<file path="config.mk">
export PLATFORM = sky130hd
export DESIGN_NAME = fpt_host
export DESIGN_NICKNAME = d
export VERILOG_FILES = /design/src/hdl/fpt_pkg.sv /design/src/hdl/fpt_host.sv /design/src/hdl/fpt_timer.sv
export SDC_FILE = /design/constraint.sdc
export NUM_CORES = 1
export LEC_CHECK = 0
export BUFFER_PORTS_ARGS = -buffer_cell sky130_fd_sc_hd__buf_2
export CAP_MARGIN = 20
export CORE_MARGIN = 2
export CORE_UTILIZATION = 30
export CTS_BUF_LIST = sky130_fd_sc_hd__clkbuf_16
export DETAILED_ROUTE_END_ITERATION = 12
export SETUP_SLACK_MARGIN = 0.1
export SYNTH_ARGS = -nofsm -noshare
export SYNTH_HDL_FRONTEND = slang
export SYNTH_SLANG_ARGS = --single-unit
</file>
<file path="constraint.sdc">
create_clock -name mclk -period 4.5 [get_ports mclk]
set_input_delay 0.675 -clock mclk [delete_from_list [all_inputs] [get_ports mclk]]
set_output_delay 0.675 -clock mclk [all_outputs]
set_load 0.01 [all_outputs]
</file>
<file path="src/hdl/fpt_pkg.sv">
// package: constants and carrier types for the flash power-transition host controller
package fpt_pkg;
    // command codes written on the data bus
    localparam logic [7:0] cmd_read_array   = 8'hff;
    localparam logic [7:0] cmd_erase_setup  = 8'h20;
    localparam logic [7:0] cmd_erase_conf   = 8'hd0;
    localparam logic [7:0] cmd_write_setup  = 8'h40;
    localparam logic [7:0] cmd_read_status  = 8'h70;
    localparam logic [7:0] cmd_clear_status = 8'h50;
    // status bit positions
    localparam int unsigned ready_bit       = 7;
    localparam int unsigned erase_err_bit   = 5;
    localparam int unsigned write_err_bit   = 4;
    localparam int unsigned supply_flt_bit  = 3;
    // clock rate and timings
    localparam int unsigned clk_mhz         = 250;
    localparam int unsigned wake_read_ns    = 600;  // wake_to_read_delay, plain default
    localparam int unsigned wake_write_ns   = 1000; // wake_to_write_delay, plain default
    localparam int unsigned pulse_ns        = 60;   // write enable low width
    localparam int unsigned gap_ns          = 40;   // write enable high / recovery
    localparam int unsigned wake_read_cyc   = (wake_read_ns * clk_mhz + 999) / 1000;
    localparam int unsigned wake_write_cyc  = (wake_write_ns * clk_mhz + 999) / 1000;
    localparam int unsigned pulse_cyc       = (pulse_ns * clk_mhz + 999) / 1000;
    localparam int unsigned gap_cyc         = (gap_ns * clk_mhz + 999) / 1000;
    localparam int unsigned cnt_w           = 12;
    // reset values
    localparam logic [7:0]  status_rst      = 8'h00;

    // user operation codes
    typedef enum logic [2:0] {
        op_read   = 3'b000,
        op_write  = 3'b001,
        op_erase  = 3'b010,
        op_sleep  = 3'b011,
        op_wake   = 3'b100,
        op_clear  = 3'b101
    } fpt_op_type;

    // user request carrier
    typedef struct packed {
        fpt_op_type  op;
        logic [17:0] addr;
        logic [15:0] data;
    } fpt_req_type;

    // outcome carrier
    typedef struct packed {
        logic        supply_fault;
        logic        write_error;
        logic        erase_error;
        logic        aborted;
        logic [15:0] data;
    } fpt_rsp_type;
endpackage

</file>
<file path="src/hdl/fpt_host.sv">
// file: host controller driving a flash through its pins across power transitions
//
// Summary of operation
// - host keeps supplies and reset valid
// - host reports an abort after supply loss in the busy wait and returns to sleep, without reissuing the sequence
// - host issues read-array at the start of every read, not at the end of write or erase
// - host waits wake-up delays before access after a wake from sleep, not after a supply dip outside the busy wait
// - read-array command code is ffh
`timescale 1ns/10ps
`default_nettype none
module fpt_host (
    input  wire logic                 mclk,
    input  wire logic                 rst,
    // user side
    input  wire logic                 req_valid,
    input  wire fpt_pkg::fpt_req_type req,
    input  wire logic                 supply_ok,
    output logic                      req_ready,
    output logic                      rsp_valid,
    output fpt_pkg::fpt_rsp_type      rsp,
    // flash pins
    output logic [17:0]               fl_addr,
    input  wire logic [15:0]          fl_dq_in,
    output logic [15:0]               fl_dq_out,
    output logic                      fl_dq_oe,
    output logic                      fl_chip_en_n,
    output logic                      fl_write_en_n,
    output logic                      fl_out_en_n,
    output logic                      reset_powerdown_n,
    input  wire logic                 ready_busy_n
);
    ////////////////////////////////////////////////////////////////////////
    // state machine
    typedef enum logic [3:0] {
        st_wake_wait = 4'b0000, // after reset release, wait wake-up
        st_idle      = 4'b0001,
        st_wr_low    = 4'b0010, // bus write strobe low
        st_wr_high   = 4'b0011, // strobe high, recovery
        st_rd_low    = 4'b0100, // bus read output enable low
        st_busy      = 4'b0101, // wait for engine ready
        st_sleep     = 4'b0110, // reset pin held low
        st_done      = 4'b0111
    } fpt_state_type;

    fpt_state_type             state_q;
    logic [1:0]                step_q;      // write index within a sequence
    fpt_pkg::fpt_req_type      cur_q;       // captured request
    logic                      tmr_load;
    logic [fpt_pkg::cnt_w-1:0] tmr_val;
    logic                      tmr_done;
    logic                      aborted_q;    // operation lost to reset

    fpt_timer fpt_timer_i (
        .mclk  (mclk),
        .rst   (rst),
        .load  (tmr_load),
        .value (tmr_val),
        .done  (tmr_done)
    );

    ////////////////////////////////////////////////////////////////////////
    // timer load requests, tied to state entries
    always_comb begin
        tmr_load = 1'b0;
        tmr_val  = '0;
        case (state_q)
            st_idle: begin
                if (req_valid && req.op != fpt_pkg::op_sleep) begin
                    tmr_load = 1'b1;
                    tmr_val  = fpt_pkg::cnt_w'(fpt_pkg::pulse_cyc);
                end
            end
            st_wr_low: begin
                if (tmr_done) begin
                    tmr_load = 1'b1;
                    tmr_val  = fpt_pkg::cnt_w'(fpt_pkg::gap_cyc);
                end
            end
            st_wr_high: begin
                if (tmr_done) begin
                    tmr_load = 1'b1;
                    tmr_val  = fpt_pkg::cnt_w'(fpt_pkg::pulse_cyc);
                end
            end
            st_busy: begin
                // fresh strobe width for the status read that follows
                if (tmr_done && ready_busy_n && supply_ok) begin
                    tmr_load = 1'b1;
                    tmr_val  = fpt_pkg::cnt_w'(fpt_pkg::pulse_cyc);
                end
            end
            st_sleep: begin
                // wake-up wait is the longer write interval
                tmr_load = 1'b1;
                tmr_val  = fpt_pkg::cnt_w'(fpt_pkg::wake_write_cyc);
            end
            default: begin
                tmr_load = 1'b0;
            end
        endcase
    end

    // number of writes and their data per operation
    function automatic logic [15:0] wr_data(input fpt_pkg::fpt_req_type r, input logic [1:0] s);
        logic [15:0] d;
        d = 16'h0000;
        case (r.op)
            fpt_pkg::op_write: d = (s == 2'd0) ? {8'h00, fpt_pkg::cmd_write_setup} : r.data;
            fpt_pkg::op_erase: d = (s == 2'd0) ? {8'h00, fpt_pkg::cmd_erase_setup}
                                               : {8'h00, fpt_pkg::cmd_erase_conf};
            fpt_pkg::op_clear: d = {8'h00, fpt_pkg::cmd_clear_status};
            default:           d = {8'h00, fpt_pkg::cmd_read_array};
        endcase
        return d;
    endfunction

    ////////////////////////////////////////////////////////////////////////
    // main sequencing
    always_ff @(posedge mclk or posedge rst) begin
        if (rst) begin
            state_q <= st_sleep;
            step_q  <= 2'd0;
            cur_q   <= '0;
        end else begin
            case (state_q)
                st_sleep: begin
                    // leave deep power-down only on an explicit wake
                    if (req_valid && req.op == fpt_pkg::op_wake) begin
                        state_q <= st_wake_wait;
                    end
                end
                st_wake_wait: begin
                    if (tmr_done) begin
                        state_q <= st_idle;
                    end
                end
                st_idle: begin
                    if (req_valid) begin
                        cur_q  <= req;
                        step_q <= 2'd0;
                        if (req.op == fpt_pkg::op_sleep) begin
                            state_q <= st_sleep;
                        end else if (req.op == fpt_pkg::op_wake) begin
                            state_q <= st_done;
                        end else begin
                            // every op starts by a command write
                            state_q <= st_wr_low;
                        end
                    end
                end
                st_wr_low: begin
                    if (tmr_done) begin
                        state_q <= st_wr_high;
                    end
                end
                st_wr_high: begin
                    if (tmr_done) begin
                        if ((cur_q.op == fpt_pkg::op_write || cur_q.op == fpt_pkg::op_erase)
                            && step_q == 2'd0) begin
                            step_q  <= 2'd1;
                            state_q <= st_wr_low;
                        end else if (cur_q.op == fpt_pkg::op_write
                                     || cur_q.op == fpt_pkg::op_erase) begin
                            state_q <= st_busy;
                        end else if (cur_q.op == fpt_pkg::op_read) begin
                            state_q <= st_rd_low;
                        end else begin
                            state_q <= st_done;
                        end
                    end
                end
                st_busy: begin
                    // supply loss: pull reset to abort, device drops the op
                    if (!supply_ok) begin
                        state_q <= st_sleep;
                    end else if (tmr_done && ready_busy_n) begin
                        // read status; read-array is written only at the start of the next read op
                        cur_q.op <= fpt_pkg::op_read;
                        step_q   <= 2'd2;
                        state_q  <= st_rd_low;
                    end
                end
                st_rd_low: begin
                    if (tmr_done) begin
                        state_q <= st_done;
                    end
                end
                st_done: begin
                    state_q <= st_idle;
                end
                default: begin
                    state_q <= st_sleep;
                end
            endcase
        end
    end

    ////////////////////////////////////////////////////////////////////////
    // pins, all registered
    always_ff @(posedge mclk or posedge rst) begin
        if (rst) begin
            reset_powerdown_n <= 1'b0;
            fl_chip_en_n      <= 1'b1;
            fl_write_en_n     <= 1'b1;
            fl_out_en_n       <= 1'b1;
            fl_dq_oe          <= 1'b0;
            fl_dq_out         <= 16'h0000;
            fl_addr           <= 18'h00000;
        end else begin
            reset_powerdown_n <= (state_q != st_sleep) && supply_ok;
            fl_chip_en_n      <= !(state_q == st_wr_low || state_q == st_rd_low);
            fl_write_en_n     <= !(state_q == st_wr_low);
            fl_out_en_n       <= !(state_q == st_rd_low);
            fl_dq_oe          <= (state_q == st_wr_low || state_q == st_wr_high);
            fl_dq_out         <= wr_data(cur_q, step_q);
            fl_addr           <= cur_q.addr;
        end
    end

    ////////////////////////////////////////////////////////////////////////
    // user answers
    always_ff @(posedge mclk or posedge rst) begin
        if (rst) begin
            req_ready    <= 1'b0;
            rsp_valid    <= 1'b0;
            rsp          <= '0;
            aborted_q    <= 1'b0;
        end else begin
            req_ready    <= (state_q == st_idle || state_q == st_sleep) && !req_valid;
            // an abort also ends the operation, so the user is answered
            rsp_valid    <= (state_q == st_done) || (state_q == st_busy && !supply_ok);
            // supply loss during the st_busy wait is reported as an abort
            if (state_q == st_busy && !supply_ok) begin
                aborted_q <= 1'b1;
            end else if (state_q == st_idle && req_valid) begin
                aborted_q <= 1'b0;
            end
            if (state_q == st_rd_low && tmr_done) begin
                rsp.data         <= fl_dq_in;
                rsp.supply_fault <= fl_dq_in[fpt_pkg::supply_flt_bit];
                rsp.write_error  <= fl_dq_in[fpt_pkg::write_err_bit];
                rsp.erase_error  <= fl_dq_in[fpt_pkg::erase_err_bit];
            end
            rsp.aborted <= aborted_q || (state_q == st_busy && !supply_ok);
        end
    end
endmodule
`default_nettype wire

</file>
<file path="src/hdl/fpt_timer.sv">
// file: down-counting wait timer used for bus strobes and wake-up intervals
`timescale 1ns/10ps
`default_nettype none
module fpt_timer (
    input  wire logic                      mclk,
    input  wire logic                      rst,
    input  wire logic                      load,
    input  wire logic [fpt_pkg::cnt_w-1:0] value,
    output var  logic                      done
);
    logic [fpt_pkg::cnt_w-1:0] cnt_q; // cycles left

    // count down to zero, reload on demand
    always_ff @(posedge mclk or posedge rst) begin
        if (rst) begin
            cnt_q <= '0;
        end else if (load) begin
            cnt_q <= value;
        end else if (cnt_q != '0) begin
            cnt_q <= cnt_q - 1'b1;
        end
    end

    // combinational so the caller sees expiry in the same cycle;
    // done must not depend on load, the caller reloads on done
    always_comb begin
        done = (cnt_q == '0);
    end
endmodule
`default_nettype wire

</file>
# Word level (Yosys, flattened, before mapping)

Cells that the tools add are included.
Widths: inputs -> output; s select.

Bits in registers: 117
Latch bits: 0
Memory bits (writable): 0
Bits in read-only memories: 0
Input port bits: 58
Output and inout bits: 61
Word-level logic and storage cells: 121
Memories: 0

Add/subtract/negate cells: 1
$mul: 0
Div/mod/pow operators: 0
Order comparisons: 0
Eq/ne operators: 24
Shift operators: 0
Mux-type cells: 40
Bitwise logic cells: 0
Reductions and logical operators: 35

Operator list:

| operator              | number |
|---|---|
| $mux 4                | 12 |
| $pmux 16 s3           | 1 |
| $pmux 8 s5            | 1 |
| $mux 37               | 1 |
| $pmux 4 s8            | 1 |
| $mux 12               | 2 |
| $ne 2x2->1 const B    | 9 |
| $eq 4x3->1 const B    | 4 |
| $mux 16               | 1 |
| $mux 3                | 5 |
| $mux 2                | 7 |
| $logic_not 12->1      | 1 |
| $reduce_bool 12->1    | 1 |
| $sub 12x1->12 const B | 1 |
| $logic_and 1x1->1     | 10 |
| $eq 4x2->1 const B    | 2 |
| $mux 8                | 1 |
| $reduce_and 7->1      | 1 |
| $eq 3x2->1 const B    | 2 |
| $eq 3x3->1 const B    | 2 |
| $logic_or 1x1->1      | 6 |
| $pmux 2 s3            | 1 |
| $pmux 3 s2            | 1 |
| $reduce_and 6->1      | 1 |
| other kinds (16)      | 26 |

# Longest topological paths before layout

Gate-level depths: netlist (run 1).

Depth in word-level cells: 6
Gate-level depth with buffers: 8
Mapped depth without buffers: 7

# By module

From an unflattened synthesis (run 1), not the netlist that was laid out.

Cells, all modules: 346
Area, all modules: 4819.6 µm²

By module, submodules not included:

| module    | instances | cells an instance | area each (µm²) | seq. area each (µm²) |
|---|---|---|---|---|
| fpt_host  | 1         | 272               | 4101.4          | 2533.7 |
| fpt_timer | 1         | 74                | 718.2           | 300.3 |

# Worst setup path before layout (run 1)

OpenSTA, ideal clock, no wires.

Path kind: flip-flop to flip-flop
Start point: register fpt_timer_i.cnt_q[0] in the netlist's numbering
End point: register rsp[0] in the netlist's numbering
Library setup time: 0.125 ns
Data arrival time: 1.799 ns
Required time: 4.375 ns
Setup slack: 2.576 ns
Cell stages (with the launch flop): 9
Path buffers: 2
Clock period less this slack: 1.924 ns
Cells stage by stage: dfrtp_1 inv_1 ha_1 nor3b_4 and4b_1 buf_6 nand3_4 buf_6 mux2_4

Word-level cells in the longest chain between the ends: 2

RTL lines:

| item                     | line            | text |
|---|---|---|
| start: declaration       | fpt_timer.sv:11 | `logic [fpt_pkg::cnt_w-1:0] cnt_q;` |
| start signal: assignment | fpt_timer.sv:18 | `cnt_q <= value;` |
| start signal: assignment | fpt_timer.sv:20 | `cnt_q <= cnt_q - 1'b1;` |
| $logic_not 12->1         | fpt_timer.sv:27 | `done = (cnt_q == '0);` |
| $logic_and 1x1->1        | fpt_host.sv:238 | `if (state_q == st_rd_low && tmr_done) begin` |
| end: declaration         | fpt_host.sv:20  | `output fpt_pkg::fpt_rsp_type rsp,` |

No other way between the ends.
A chain may end at the register's enable or synchronous reset.

# Final worst setup path (run 1)

Start point: register state_q[0]
End point: register fpt_timer_i.cnt_q[1] in the netlist's numbering

Word-level cells in the longest chain between the ends: 4
Elaborated cells on any way between the ends: 10
Those cells by class: eq/ne (5); mux (3); reduce/logical (2)

RTL lines:

| item                                                | line            | text |
|---|---|---|
| start: declaration                                  | fpt_host.sv:45  | `fpt_state_type state_q;` |
| start signal: assignment                            | fpt_host.sv:121 | `state_q <= st_sleep;` |
| start signal: assignment                            | fpt_host.sv:129 | `state_q <= st_wake_wait;` |
| start signal: assignment                            | fpt_host.sv:134 | `state_q <= st_idle;` |
| $eq 4x2->1                                          | fpt_host.sv:66  | `case (state_q)` |
| $reduce_or 2->1 (no line)                           | n/a             |  |
| $pmux 1 s4                                          | fpt_host.sv:66  |  |
| $mux 12 / $reduce_bool 2->1 (equally long branches) | n/a             |  |

Parallel ways exist; a longest one is shown, timed or not.

==> metrics, run 1 <==
fin crit share 52.3%; RSZ-0062 raised after global routing no; DP Worst Slack 2.07 ns; delay-heaviest family, CP simple AND/OR/NAND/NOR gates; FILL cells 1403; status complete, no violations; layout cell share with drive strength beyond 1 47.1%; top cells by area, synth dfrtp_1 59%, mux2_2 9.9%, mux2_4 3.3%; worst vdd ir 0.000304 V; synth warn 0; GR Util All Layers 12.3%; CTS buffer count 17; initial antenna violation count 2; H-tree level count 4; leak pwr 2.76 nW; DR vias 2995; min setup slack post-route 2.15 ns; worst reg-to-reg setup slack 2.15 ns; Site Rows 45; clock slew at reported path FFs 0.06 ns; CTS tree built; io pins 119; Setup crit end fpt_timer_i.cnt_q[1]$_DFFE_PP0P_; final hold vios 0; crit path capture type flip-flop; top-area cell type share of the netlist area 59.2%; first-pass GRT wire length 15.1 mm; Post-Syn Area 4570 sq um; initial core utilization 30.4%; GR Overflow Total 0; relative slew slack 37.1%; detailed placer's ending HPWL 6.49 mm; max-slew violation count 0; CP Cell Sequence nor2b_1 -> and3_2 -> nand2b_1 -> nand4_1 -> nand2b_1; RR Endpoint fpt_timer_i.cnt_q[1]$_DFFE_PP0P_; 1st-iter DRT viols 141; Clk Latency, worst-skew pair 0.41 ns; Tmin final 2.35 ns; CTS root buf clkbuf_16; vias in the first global route 2964; Die Wd 127 um; R2R depth 5; Max Cap Violations 0; I/O Buffers 118; synthesized instance count 333; fmax 425 MHz; Via density 4.53; clk buf depth 2; setup TNS 0 ns; Worst Tran Pin Value 0.944 ns; Worst path slowest cell and3_2; critical path type reg2reg; syn nets 393; Core Box Area 15000 sq um; PD cells 679 nW/um^2; Max stage delay on crit path 0.85 ns; Synth Register Bits 113; Synth area leader dfrtp_1; Routed Antenna Nets 0; EDFF count, synth 0; Setup Fix Bufs, Post-CTS 0; Routed WL 9.48 mm; TritonRoute pass-1 iters 4; CP most frequent cell nand2b_1; syn avg cell area 13.7 sq um; FFs w/ async S/R, synth 100%; largest net degree at the start of global routing 89; RD Place Congestion 0.864; placed cell count 626; CTS resizes 0; drt drc 0; Area Growth Syn to Fin 30.6%; RR Startpoint state_q[0]$_DFFE_PP0P_; WP data required 4.84 ns; skew final 0.00568 ns; Chip Height 127 um; count of cell types in the netlist 58; final setup violation count 0; routed length per instance 14.3 um; CP Launch Point state_q[0]$_DFFE_PP0P_; Hold-fix buffers, CTS 0; Hold Crit Class in2async; final-stage net count 518; final core occ 39.7%; Arr. time, crit path 2.70 ns; Buf/Inv on CP 0; Seq/Total Area, Yosys 62.1%; CP Launch Type flip-flop; Post-synth top flop dfrtp_1; CP max FO 39; final instance count without filler cells 661; Die Area 16200 sq um; CP Depth 5; clock sinks 113
==> cell families after synthesis <==
logic type	share of synthesized area, %
DFF	62.1
and+or+nand+nor	11.3
muxes	13.2
AOI/OAI and AO/OA	7.73
buffers and inverters	2.82
xor gates and xnor gates	1.92
adders and majority gates	0.986
==> worst register-to-register path, stage by stage (launching register included) <==
cell	delay, ns
dfrtp_1	0.53
nor2b_1	0.25
and3_2	0.85
nand2b_1	0.25
nand4_1	0.27
nand2b_1	0.15
==> cell usage in the layout (no fill, tap or decap), types with 3 or more instances in the layout <==
master and n:
xnor2_1 3, nand2_1 15, mux2_2 40, nor2b_1 3
nand4_1 4, or3_1 3, dfrtp_1 108, a21oi_1 9
nor2_1 17, o21ai_0 13, a21o_1 5, nor3_1 5
bufinv_16 4, nand2b_1 7, inv_1 8, clkinvlp_4 7
mux2_4 10, buf_2 118, clkbuf_16 17, nand3_1 4
xor2_1 7, and2_1 10, dfstp_2 5
==> cell usage after synthesis, types with 3 or more instances <==
| cell type | instances |
|---|---|
| buf_4 | 3 |
| buf_6 | 3 |
| mux2_4 | 10 |
| xor2_1 | 7 |
| dfrtp_1 | 108 |
| nor2_1 | 17 |
| xnor2_1 | 3 |
| nand4_1 | 4 |
| inv_1 | 8 |
| a21o_1 | 5 |
| and2_1 | 10 |
| o21ai_0 | 13 |
| nand2_1 | 15 |
| buf_2 | 7 |
| nand2b_1 | 7 |
| mux2_2 | 40 |
| nor2b_1 | 3 |
| nor3_1 | 5 |
| dfstp_2 | 5 |
| a21oi_1 | 9 |
| nand3_1 | 4 |
| or3_1 | 3 |
==> registers in the layout, indices dropped and copies added (netlist names) <==
| name | count |
|---|---|
| step_q | 2 |
| rsp_valid | 1 |
| rsp | 17 |
| aborted_q | 1 |
| state_q | 3 |
| req_ready | 1 |
| fl_write_en_n | 1 |
| fl_dq_out | 16 |
| fl_chip_en_n | 1 |
| fpt_timer_i.cnt_q | 12 |
| fl_dq_oe | 1 |
| fl_addr | 18 |
| cur_q | 37 |
| fl_out_en_n | 1 |
| reset_powerdown_n | 1 |
==> routing by layer <==
metal / vias up / share of wire [%] / GRT usage (%)
li1: 1415 / - / -
met1: 1473 / 42 / 14.9
met2: 98 / 49 / 18.9
met3: 9 / 7.7 / 5.78
met4: 0 / 0.90 / 5.24
met5: - / 0 / 0
==> worst min path at each step <==
stage | from | end | slack [ns] | cells after the start
detailed placement | cur_q[18]$_DFFE_PP0P_ | fl_addr[2]$_DFF_PP0_ | 0.36 | 0
finish | rst | fl_addr[6]$_DFF_PP0_ | 0.25 | 2
floorplan | cur_q[16]$_DFFE_PP0P_ | fl_addr[0]$_DFF_PP0_ | 0.35 | 0
CTS | cur_q[20]$_DFFE_PP0P_ | fl_addr[4]$_DFF_PP0_ | 0.37 | 0
global placement | cur_q[21]$_DFFE_PP0P_ | fl_addr[5]$_DFF_PP0_ | 0.36 | 0
global route | rst | fl_addr[5]$_DFF_PP0_ | 0.26 | 2
==> layout make-up <==
class | instances | area [sq um] | area share [%]
antenna | 2 | 5.00 | 0.0839
inverter | 8 | 32.5 | 0.545
clock inverter | 15 | 194 | 3.25
tap | 188 | 235 | 3.94
multi-input combinational | 197 | 1610 | 26.9
clock buffer | 17 | 425 | 7.13
sequential | 113 | 2830 | 47.5
timing repair buffer | 121 | 633 | 10.6
==> report_power, final <==
group          switching (mW)  internal, mW  total [mW]
Clock                   0.467         0.919        1.39
Combinational           0.520         0.494        1.01
Sequential              0.238          1.41        1.65
==> metrics by stage <==
step / hold slack, ns / instance area [sq um] / total power [mW]
final: 0.254 / 5960 / 4.05
after global routing: 0.256 / 5960 / 4.31
after CTS: 0.371 / 5930 / 4.12
after detailed placement: 0.359 / 5310 / 2.69
after global placement: 0.356 / 5310 / 2.65
after floorplan: 0.350 / 4570 / 2.35
Note: power is estimated with default switching activity, not from simulation.
==> run 2, diff against run 1 <==
ABC_AREA = 1   (was not set)
clock period = 2.4 ns   (was 4.5 ns; I/O delays follow)
==> metrics, run 2 <==
status complete, no violations; Post-Syn Area 4830 sq um (+5.7%); final core occ 39.4% (-0.24 points); Worst Tran Pin Value 0.977 ns (+0.0327 ns); Setup Fix Bufs, Post-CTS 0 (unchanged); Die Wd 131 um (+2.7%); first-pass GRT wire length 17.7 mm (+17%); 1st-iter DRT viols 195 (+38%); Clk Latency, worst-skew pair 0.41 ns (about the same); final setup violation count 0 (unchanged); syn avg cell area 9.52 sq um (-31%); max reg flops 37 (unchanged); CTS buffer count 17 (unchanged); # diodes 0 (-2); Comb pwr share 31.9% (+6.8 points); WP data required 2.69 ns (-2.15 ns); DR vias 3724 (+24%); Reg power frac 38.0% (-2.7 points); top-area cell type share of the netlist area 56.0% (-3.2 points); most flop-heavy register cur_q; fin crit share 79.4% (+27 points); drt drc 0 (unchanged); crit path capture type flip-flop; routed length per instance 12.9 um (-9.8%); Routed Antenna Nets 0 (unchanged); TritonRoute pass-1 iters 4 (unchanged); CP max FO 26 (-33%); synth cell count leaders 166 x nand2_1, 108 x dfrtp_1, 49 x inv_1, 30 x nor2_1, 28 x nand3_1; switching share of power 36.7% (+6.4 points); Max Cap Violations 0 (unchanged); Synth area leader dfrtp_1; NetSw 2.99 mW (+140%); RR Startpoint state_q[2]$_DFFE_PP1P_; final-stage net count 696 (+34%); relative slew slack 34.8% (-2.3 points); Tmin final 1.91 ns (-0.445 ns); io pins 119 (unchanged); Internal Pwr Total 5.17 mW (+83%); RR Endpoint cur_q[28]$_DFFE_PP0P_; Hold Crit Class in2async; I/O Buffers 118 (unchanged); Routed WL 11.2 mm (+18%); Post-synth top flop dfrtp_1; final instance count without filler cells 865 (+31%); most common cell after layout, fill and taps aside nand2_1; Synth Register Bits 113 (unchanged); worst vdd ir 0.000663 V (+120%); EDFF count, synth 0 (unchanged); R2R depth 6 (+1); top cells by area, synth dfrtp_1 56%, nand2_1 13%, inv_1 3.8%; Die Area 17100 sq um (+5.5%); fmax 524 MHz (+23%); Core Box Area 15800 sq um (+5.3%); CTS resizes 0 (unchanged); layout cell share with drive strength beyond 1 31.9% (-15 points); GR Overflow Total 0 (unchanged); final hold vios 0 (unchanged); most common cell in the netlist nand2_1; setup TNS 0 ns (unchanged); Chip Height 131 um (+2.7%); syn nets 567 (+44%); most frequent cells in the layout 166 x nand2_1, 118 x buf_2, 108 x dfrtp_1; Site Rows 46 (+2.2%); leak pwr 3.22 nW (+16%); Via density 4.31 (-5.0%); placed cell count 832 (+33%); CTS tree built; clock slew at reported path FFs 0.06 ns (about the same); initial core utilization 30.5% (+0.11 points); GR Util All Layers 13.5% (+1.2 points); count of cell types in the netlist 37 (-36%); max-slew violation count 0 (unchanged); RD Place Congestion 0.857 (-0.84%); skew final 0.0139 ns (+0.00827 ns); Hold-fix buffers, CTS 0 (unchanged); clock sinks 113 (unchanged); Arr. time, crit path 2.20 ns (-0.50 ns); CTS root buf clkbuf_16; RSZ-0062 raised after global routing no; synth warn 0 (unchanged); largest net degree at the start of global routing 45 (-49%); synthesized instance count 507 (+52%); PD cells 1310 nW/um^2 (+93%); clk buf depth 2 (unchanged); biggest regs cur_q (37), fl_addr (18), rsp (17); vias in the first global route 3526 (+19%); detailed placer's ending HPWL 7.91 mm (+22%); initial antenna violation count 0 (-2); critical path type reg2reg; Area Growth Syn to Fin 29.3%; H-tree level count 4 (unchanged); Seq/Total Area, Yosys 58.7% (-3.3 points); clock share of power 30.1% (-4.1 points); FFs w/ async S/R, synth 100% (unchanged); worst reg-to-reg setup slack 0.49 ns (-1.65 ns); CP Launch Type flip-flop
## run 2: cell types whose count changed after synthesis, sizes merged, moves of 3 or more
cell,previous run,this run
nand3,5,33
and2,10,0
nor2b,3,0
a21o,5,0
nor3b,3,0
nor2,17,44
inv,8,55
o21ai,13,32
nand4,4,11
or3,3,0
a211oi,4,0
mux2,50,0
nand2,15,172
nand2b,7,0
## run 2: cells by family (layout without fill, tap and decap cells)
| logic type | count (synthesis) | in the layout | synth area share (%) |
|---|---|---|---|
| AO/OA/AOI/OAI | 46 | 46 | 6.12 |
| XOR/XNOR | 7 | 7 | 1.27 |
| adder cells (fa/ha/maj) | 2 | 2 | 0.518 |
| buffers and inverters | 69 | 210 | 6.30 |
| flip-flops | 113 | 113 | 58.7 |
| AND/OR/NAND/NOR | 270 | 271 | 27.1 |
## run 2: critical path: stages, from the launching register on
cell and delay, ns:
dfstp_2 0.44, inv_2 0.13, nand3_4 0.14, nor2_4 0.50, inv_2 0.36, nand2_1 0.15, nand2_1 0.05
## run 2: power groups by stage
| stage | Sequential [mW] | Clock (mW) | Combinational, mW |
|---|---|---|---|
| finish | 3.10 | 2.46 | 2.61 |
| global route | 3.21 | 2.63 | 3.00 |
| CTS | 3.10 | 2.52 | 2.62 |
| detailed placement | 3.13 | 0 | 2.61 |
| global placement | 3.12 | 0 | 2.58 |
| floorplan | 3.22 | 0 | 1.70 |
## run 2: metrics by stage
step                area (sq um)  hold slack (ns)  power [mW]  worst slack, ns
finish                      6240           0.0184        8.16            0.493
global placement            5650            0.365        5.70            0.239
detailed placement          5650            0.359        5.74            0.152
CTS                         6230           0.0303        8.24            0.128
global route                6240           0.0417        8.83            0.281
floorplan                   4830            0.354        4.92            0.673
## run 2: final cells by class
| cell class | count | area, sq um |
|---|---|---|
| fillers | 1543 | 9590 |
| flip-flops and latches | 113 | 2830 |
| multi-input cells | 326 | 1690 |
| repair buffers | 122 | 646 |
| clock buffers | 17 | 425 |
| well taps | 216 | 270 |
| inverters | 56 | 214 |
| clock inverters | 15 | 158 |
## run 2: worst max path at each step
stage | startpoint | cells past startpoint | to | slack [ns]
3_3_place_gp | state_q[2]$_DFFE_PP1P_ | 6 | cur_q[27]$_DFFE_PP0P_ | 0.24
5_1_grt | state_q[2]$_DFFE_PP1P_ | 6 | cur_q[7]$_DFFE_PP0P_ | 0.28
6_report | state_q[2]$_DFFE_PP1P_ | 6 | cur_q[28]$_DFFE_PP0P_ | 0.49
3_5_place_dp | state_q[2]$_DFFE_PP1P_ | 6 | cur_q[28]$_DFFE_PP0P_ | 0.15
4_1_cts | state_q[2]$_DFFE_PP1P_ | 6 | cur_q[28]$_DFFE_PP0P_ | 0.13
2_1_floorplan | rst | 1 | aborted_q$_DFFE_PP0P_ | 0.67
## run 2: per-layer routing
metal / vias up / routed length, um / part of all wire (%) / GRT usage, %
li1: 1868 / - / - / -
met1: 1740 / 5250 / 47 / 18.2
met2: 107 / 5150 / 46 / 20.7
met3: 9 / 699 / 6.2 / 4.28
met4: 0 / 97 / 0.87 / 4.32
met5: - / 0 / 0 / 0
==> run 3, diff against run 2 <==
clock period = 1.9 ns   (was 2.4 ns; I/O delays follow)
==> metrics, run 3 (synthesized netlist as in run 2, its figures left out) <==
NetSw 3.77 mW (+26%); CP max FO 5 (-81%); fin crit share 87.0% (+7.6 points); DR vias 3667 (-1.5%); Comb pwr share 31.8% (about the same); first-pass GRT wire length 17.5 mm (-1.1%); TritonRoute pass-1 iters 4 (unchanged); Worst path slowest cell dfrtp_1; layout cell share with drive strength beyond 1 33.0% (+1.1 points); DRT met1 WL 5.21 mm (-0.69%); 1st-iter DRT viols 191 (-2.1%); H-tree level count 4 (unchanged); biggest regs cur_q (37), fl_addr (18), rsp (17); initial core utilization 30.5% (unchanged); WL met2 4.81 mm (-6.5%); clock slew at reported path FFs 0.05 ns (about the same); Routed WL 10.8 mm (-3.3%); final setup violation count 0 (unchanged); RSZ-0062 raised after global routing yes; Internal Pwr Total 6.83 mW (+32%); PD cells 1660 nW/um^2 (+27%); WP data required 2.20 ns (-0.49 ns); post-layout instance area 6380 sq um (+2.2%); Die Area 17100 sq um (unchanged); worst vdd ir 0.000612 V (-7.7%); CTS root buf clkbuf_16; final-stage net count 701 (+0.72%); switching share of power 35.6% (-1.1 points); GR Overflow Total 0 (unchanged); crit path capture type flip-flop; max-slew violation count 0 (unchanged); # diodes 0 (unchanged); leak pwr 3.31 nW (+2.8%); GR Util All Layers 13.2% (-0.28 points); Worst Tran Pin Value 0.525 ns (-0.452 ns); Max Cap Violations 0 (unchanged); clock share of power 31.4% (+1.3 points); Hold Crit Class in2reg; Clk Latency, worst-skew pair 0.41 ns (about the same); max reg flops 37 (unchanged); Top Metal Used met4; detailed placer's ending HPWL 7.73 mm (-2.3%); relative slew slack 64.8% (+30 points); Area after DPL 5720 sq um (+1.2%); setup TNS 0 ns (unchanged); Arr. time, crit path 1.95 ns (-0.25 ns); Routed Antenna Nets 0 (unchanged); Tmin final 1.65 ns (-0.253 ns); Chip Height 131 um (unchanged); Site Rows 46 (unchanged); drt drc 0 (unchanged); CTS buffer count 17 (unchanged); overall power 10.6 mW (+30%); Reg power frac 36.8% (-1.2 points); skew final 0.00701 ns (-0.00694 ns); most flop-heavy register cur_q; Min Hold Slack 0.0754 ns (+0.0570 ns); clock sinks 113 (unchanged); critical path type reg2reg; most frequent cells in the layout 164 x nand2_1, 118 x buf_2, 108 x dfrtp_1; delay-heaviest family, CP simple AND/OR/NAND/NOR gates; Die Wd 131 um (unchanged); largest net degree at the start of global routing 44 (-2.2%); vias in the first global route 3471 (-1.6%); RD Place Congestion 0.836 (-2.5%); I/O Buffers 118 (unchanged); initial antenna violation count 0 (unchanged); Area Growth Syn to Fin 32.2%; Max stage delay on crit path 0.40 ns (-0.10 ns); CTS tree built; Core Box Area 15800 sq um (unchanged); final hold vios 0 (unchanged); most common cell after layout, fill and taps aside nand2_1; CP Launch Type flip-flop; Buf/Inv on CP 2 (unchanged); Met3 Wirelength 635 um (-9.2%); CP Cell Sequence inv_1 -> ha_1 -> inv_1 -> nor2_1 -> nand2_2 -> nor2_8 -> nand2_4 -> a21oi_4 -> nand2_2 -> nand2_1 -> nand2_1; FILL cells 1545 (+0.13%); routed length per instance 12.4 um (-3.8%); status complete, no violations; io pins 119 (unchanged); fmax 605 MHz (+15%); clk buf depth 2 (unchanged); Via density 4.21 (-2.1%)
==> run 3: changes by cell type in the layout (fill, tap and decap cells not counted), moves of 2 or more <==
cell        before  now
buf_12           2    5
clkinv_2         0    3
buf_4            2    4
bufinv_16        2    4
clkinv_1         3    1
clkinv_4         3    1
clkinvlp_4       6    4
inv_2            6    8
nand2_1        166  164
==> run 3: through the flow <==
step | util, % | setup slack (ns) | std cells
6_report | 40.3 | 0.246 | 870
5_1_grt | 40.3 | 0.0788 | 870
4_1_cts | 40.1 | 0.153 | 869
3_5_place_dp | 36.1 | 0.114 | 836
3_3_place_gp | 36.1 | 0.164 | 836
2_1_floorplan | - | 0.248 | 507
==> run 3: area by class of cell <==
type / instances / area [sq um] / share of cell area [%]
Sequential cell: 113 / 2830 / 44.4
Multi-Input combinational cell: 325 / 1720 / 26.9
Timing Repair Buffer: 128 / 731 / 11.5
Clock buffer: 17 / 425 / 6.67
Tap cell: 216 / 270 / 4.24
Inverter: 56 / 214 / 3.35
Clock inverter: 15 / 191 / 3.00
==> run 3: power groups by stage <==
stage | clock (mW) | combinational [mW] | sequential (mW)
2_1_floorplan | 0 | 2.14 | 4.07
3_3_place_gp | 0 | 3.32 | 3.93
3_5_place_dp | 0 | 3.35 | 3.94
4_1_cts | 3.40 | 3.37 | 3.91
5_1_grt | 3.53 | 3.88 | 4.04
6_report | 3.33 | 3.37 | 3.91
==> run 3: path summary, 6_finish.rpt <==
| check | start | end | slack, ns | cells after the start |
|---|---|---|---|---|
| setup / recovery | fpt_timer_i.cnt_q[1]$_DFFE_PP0P_ | state_q[0]$_DFFE_PP0P_ | 0.25 | 11 |
| hold / removal | req[4] | cur_q[4]$_DFFE_PP0P_ | 0.08 | 3 |
| setup reg to reg | fpt_timer_i.cnt_q[1]$_DFFE_PP0P_ | state_q[0]$_DFFE_PP0P_ | 0.25 | 11 |
| hold reg to reg | cur_q[25]$_DFFE_PP0P_ | fl_addr[9]$_DFF_PP0_ | 0.37 | 0 |
| max in group asynchronous | rst | fl_out_en_n$_DFF_PP1_ | 0.87 | 4 |
| min in group asynchronous | rst | reset_powerdown_n$_DFF_PP0_ | 0.44 | 3 |
==> run 3: repair_timing <==
item,in CTS,in global routing
setup buffers,0,1
endpoints found under the setup margin,1,16
gates resized for setup,1,7
pin swaps,1,2
hold buffers,1,0
endpoints found under the hold margin,13,0
==> run 3: metal layers <==
layer	vias to the layer above	track usage, %
met5	-	0
met4	0	4.32
met3	17	4.40
met2	97	19.8
met1	1682	18.0
li1	1871	-
==> run 3: tightest hold or removal path, cell delays in order <==
cell and delay (ns):
buf_2 0.07, nand2_1 0.04, nand2_1 0.05
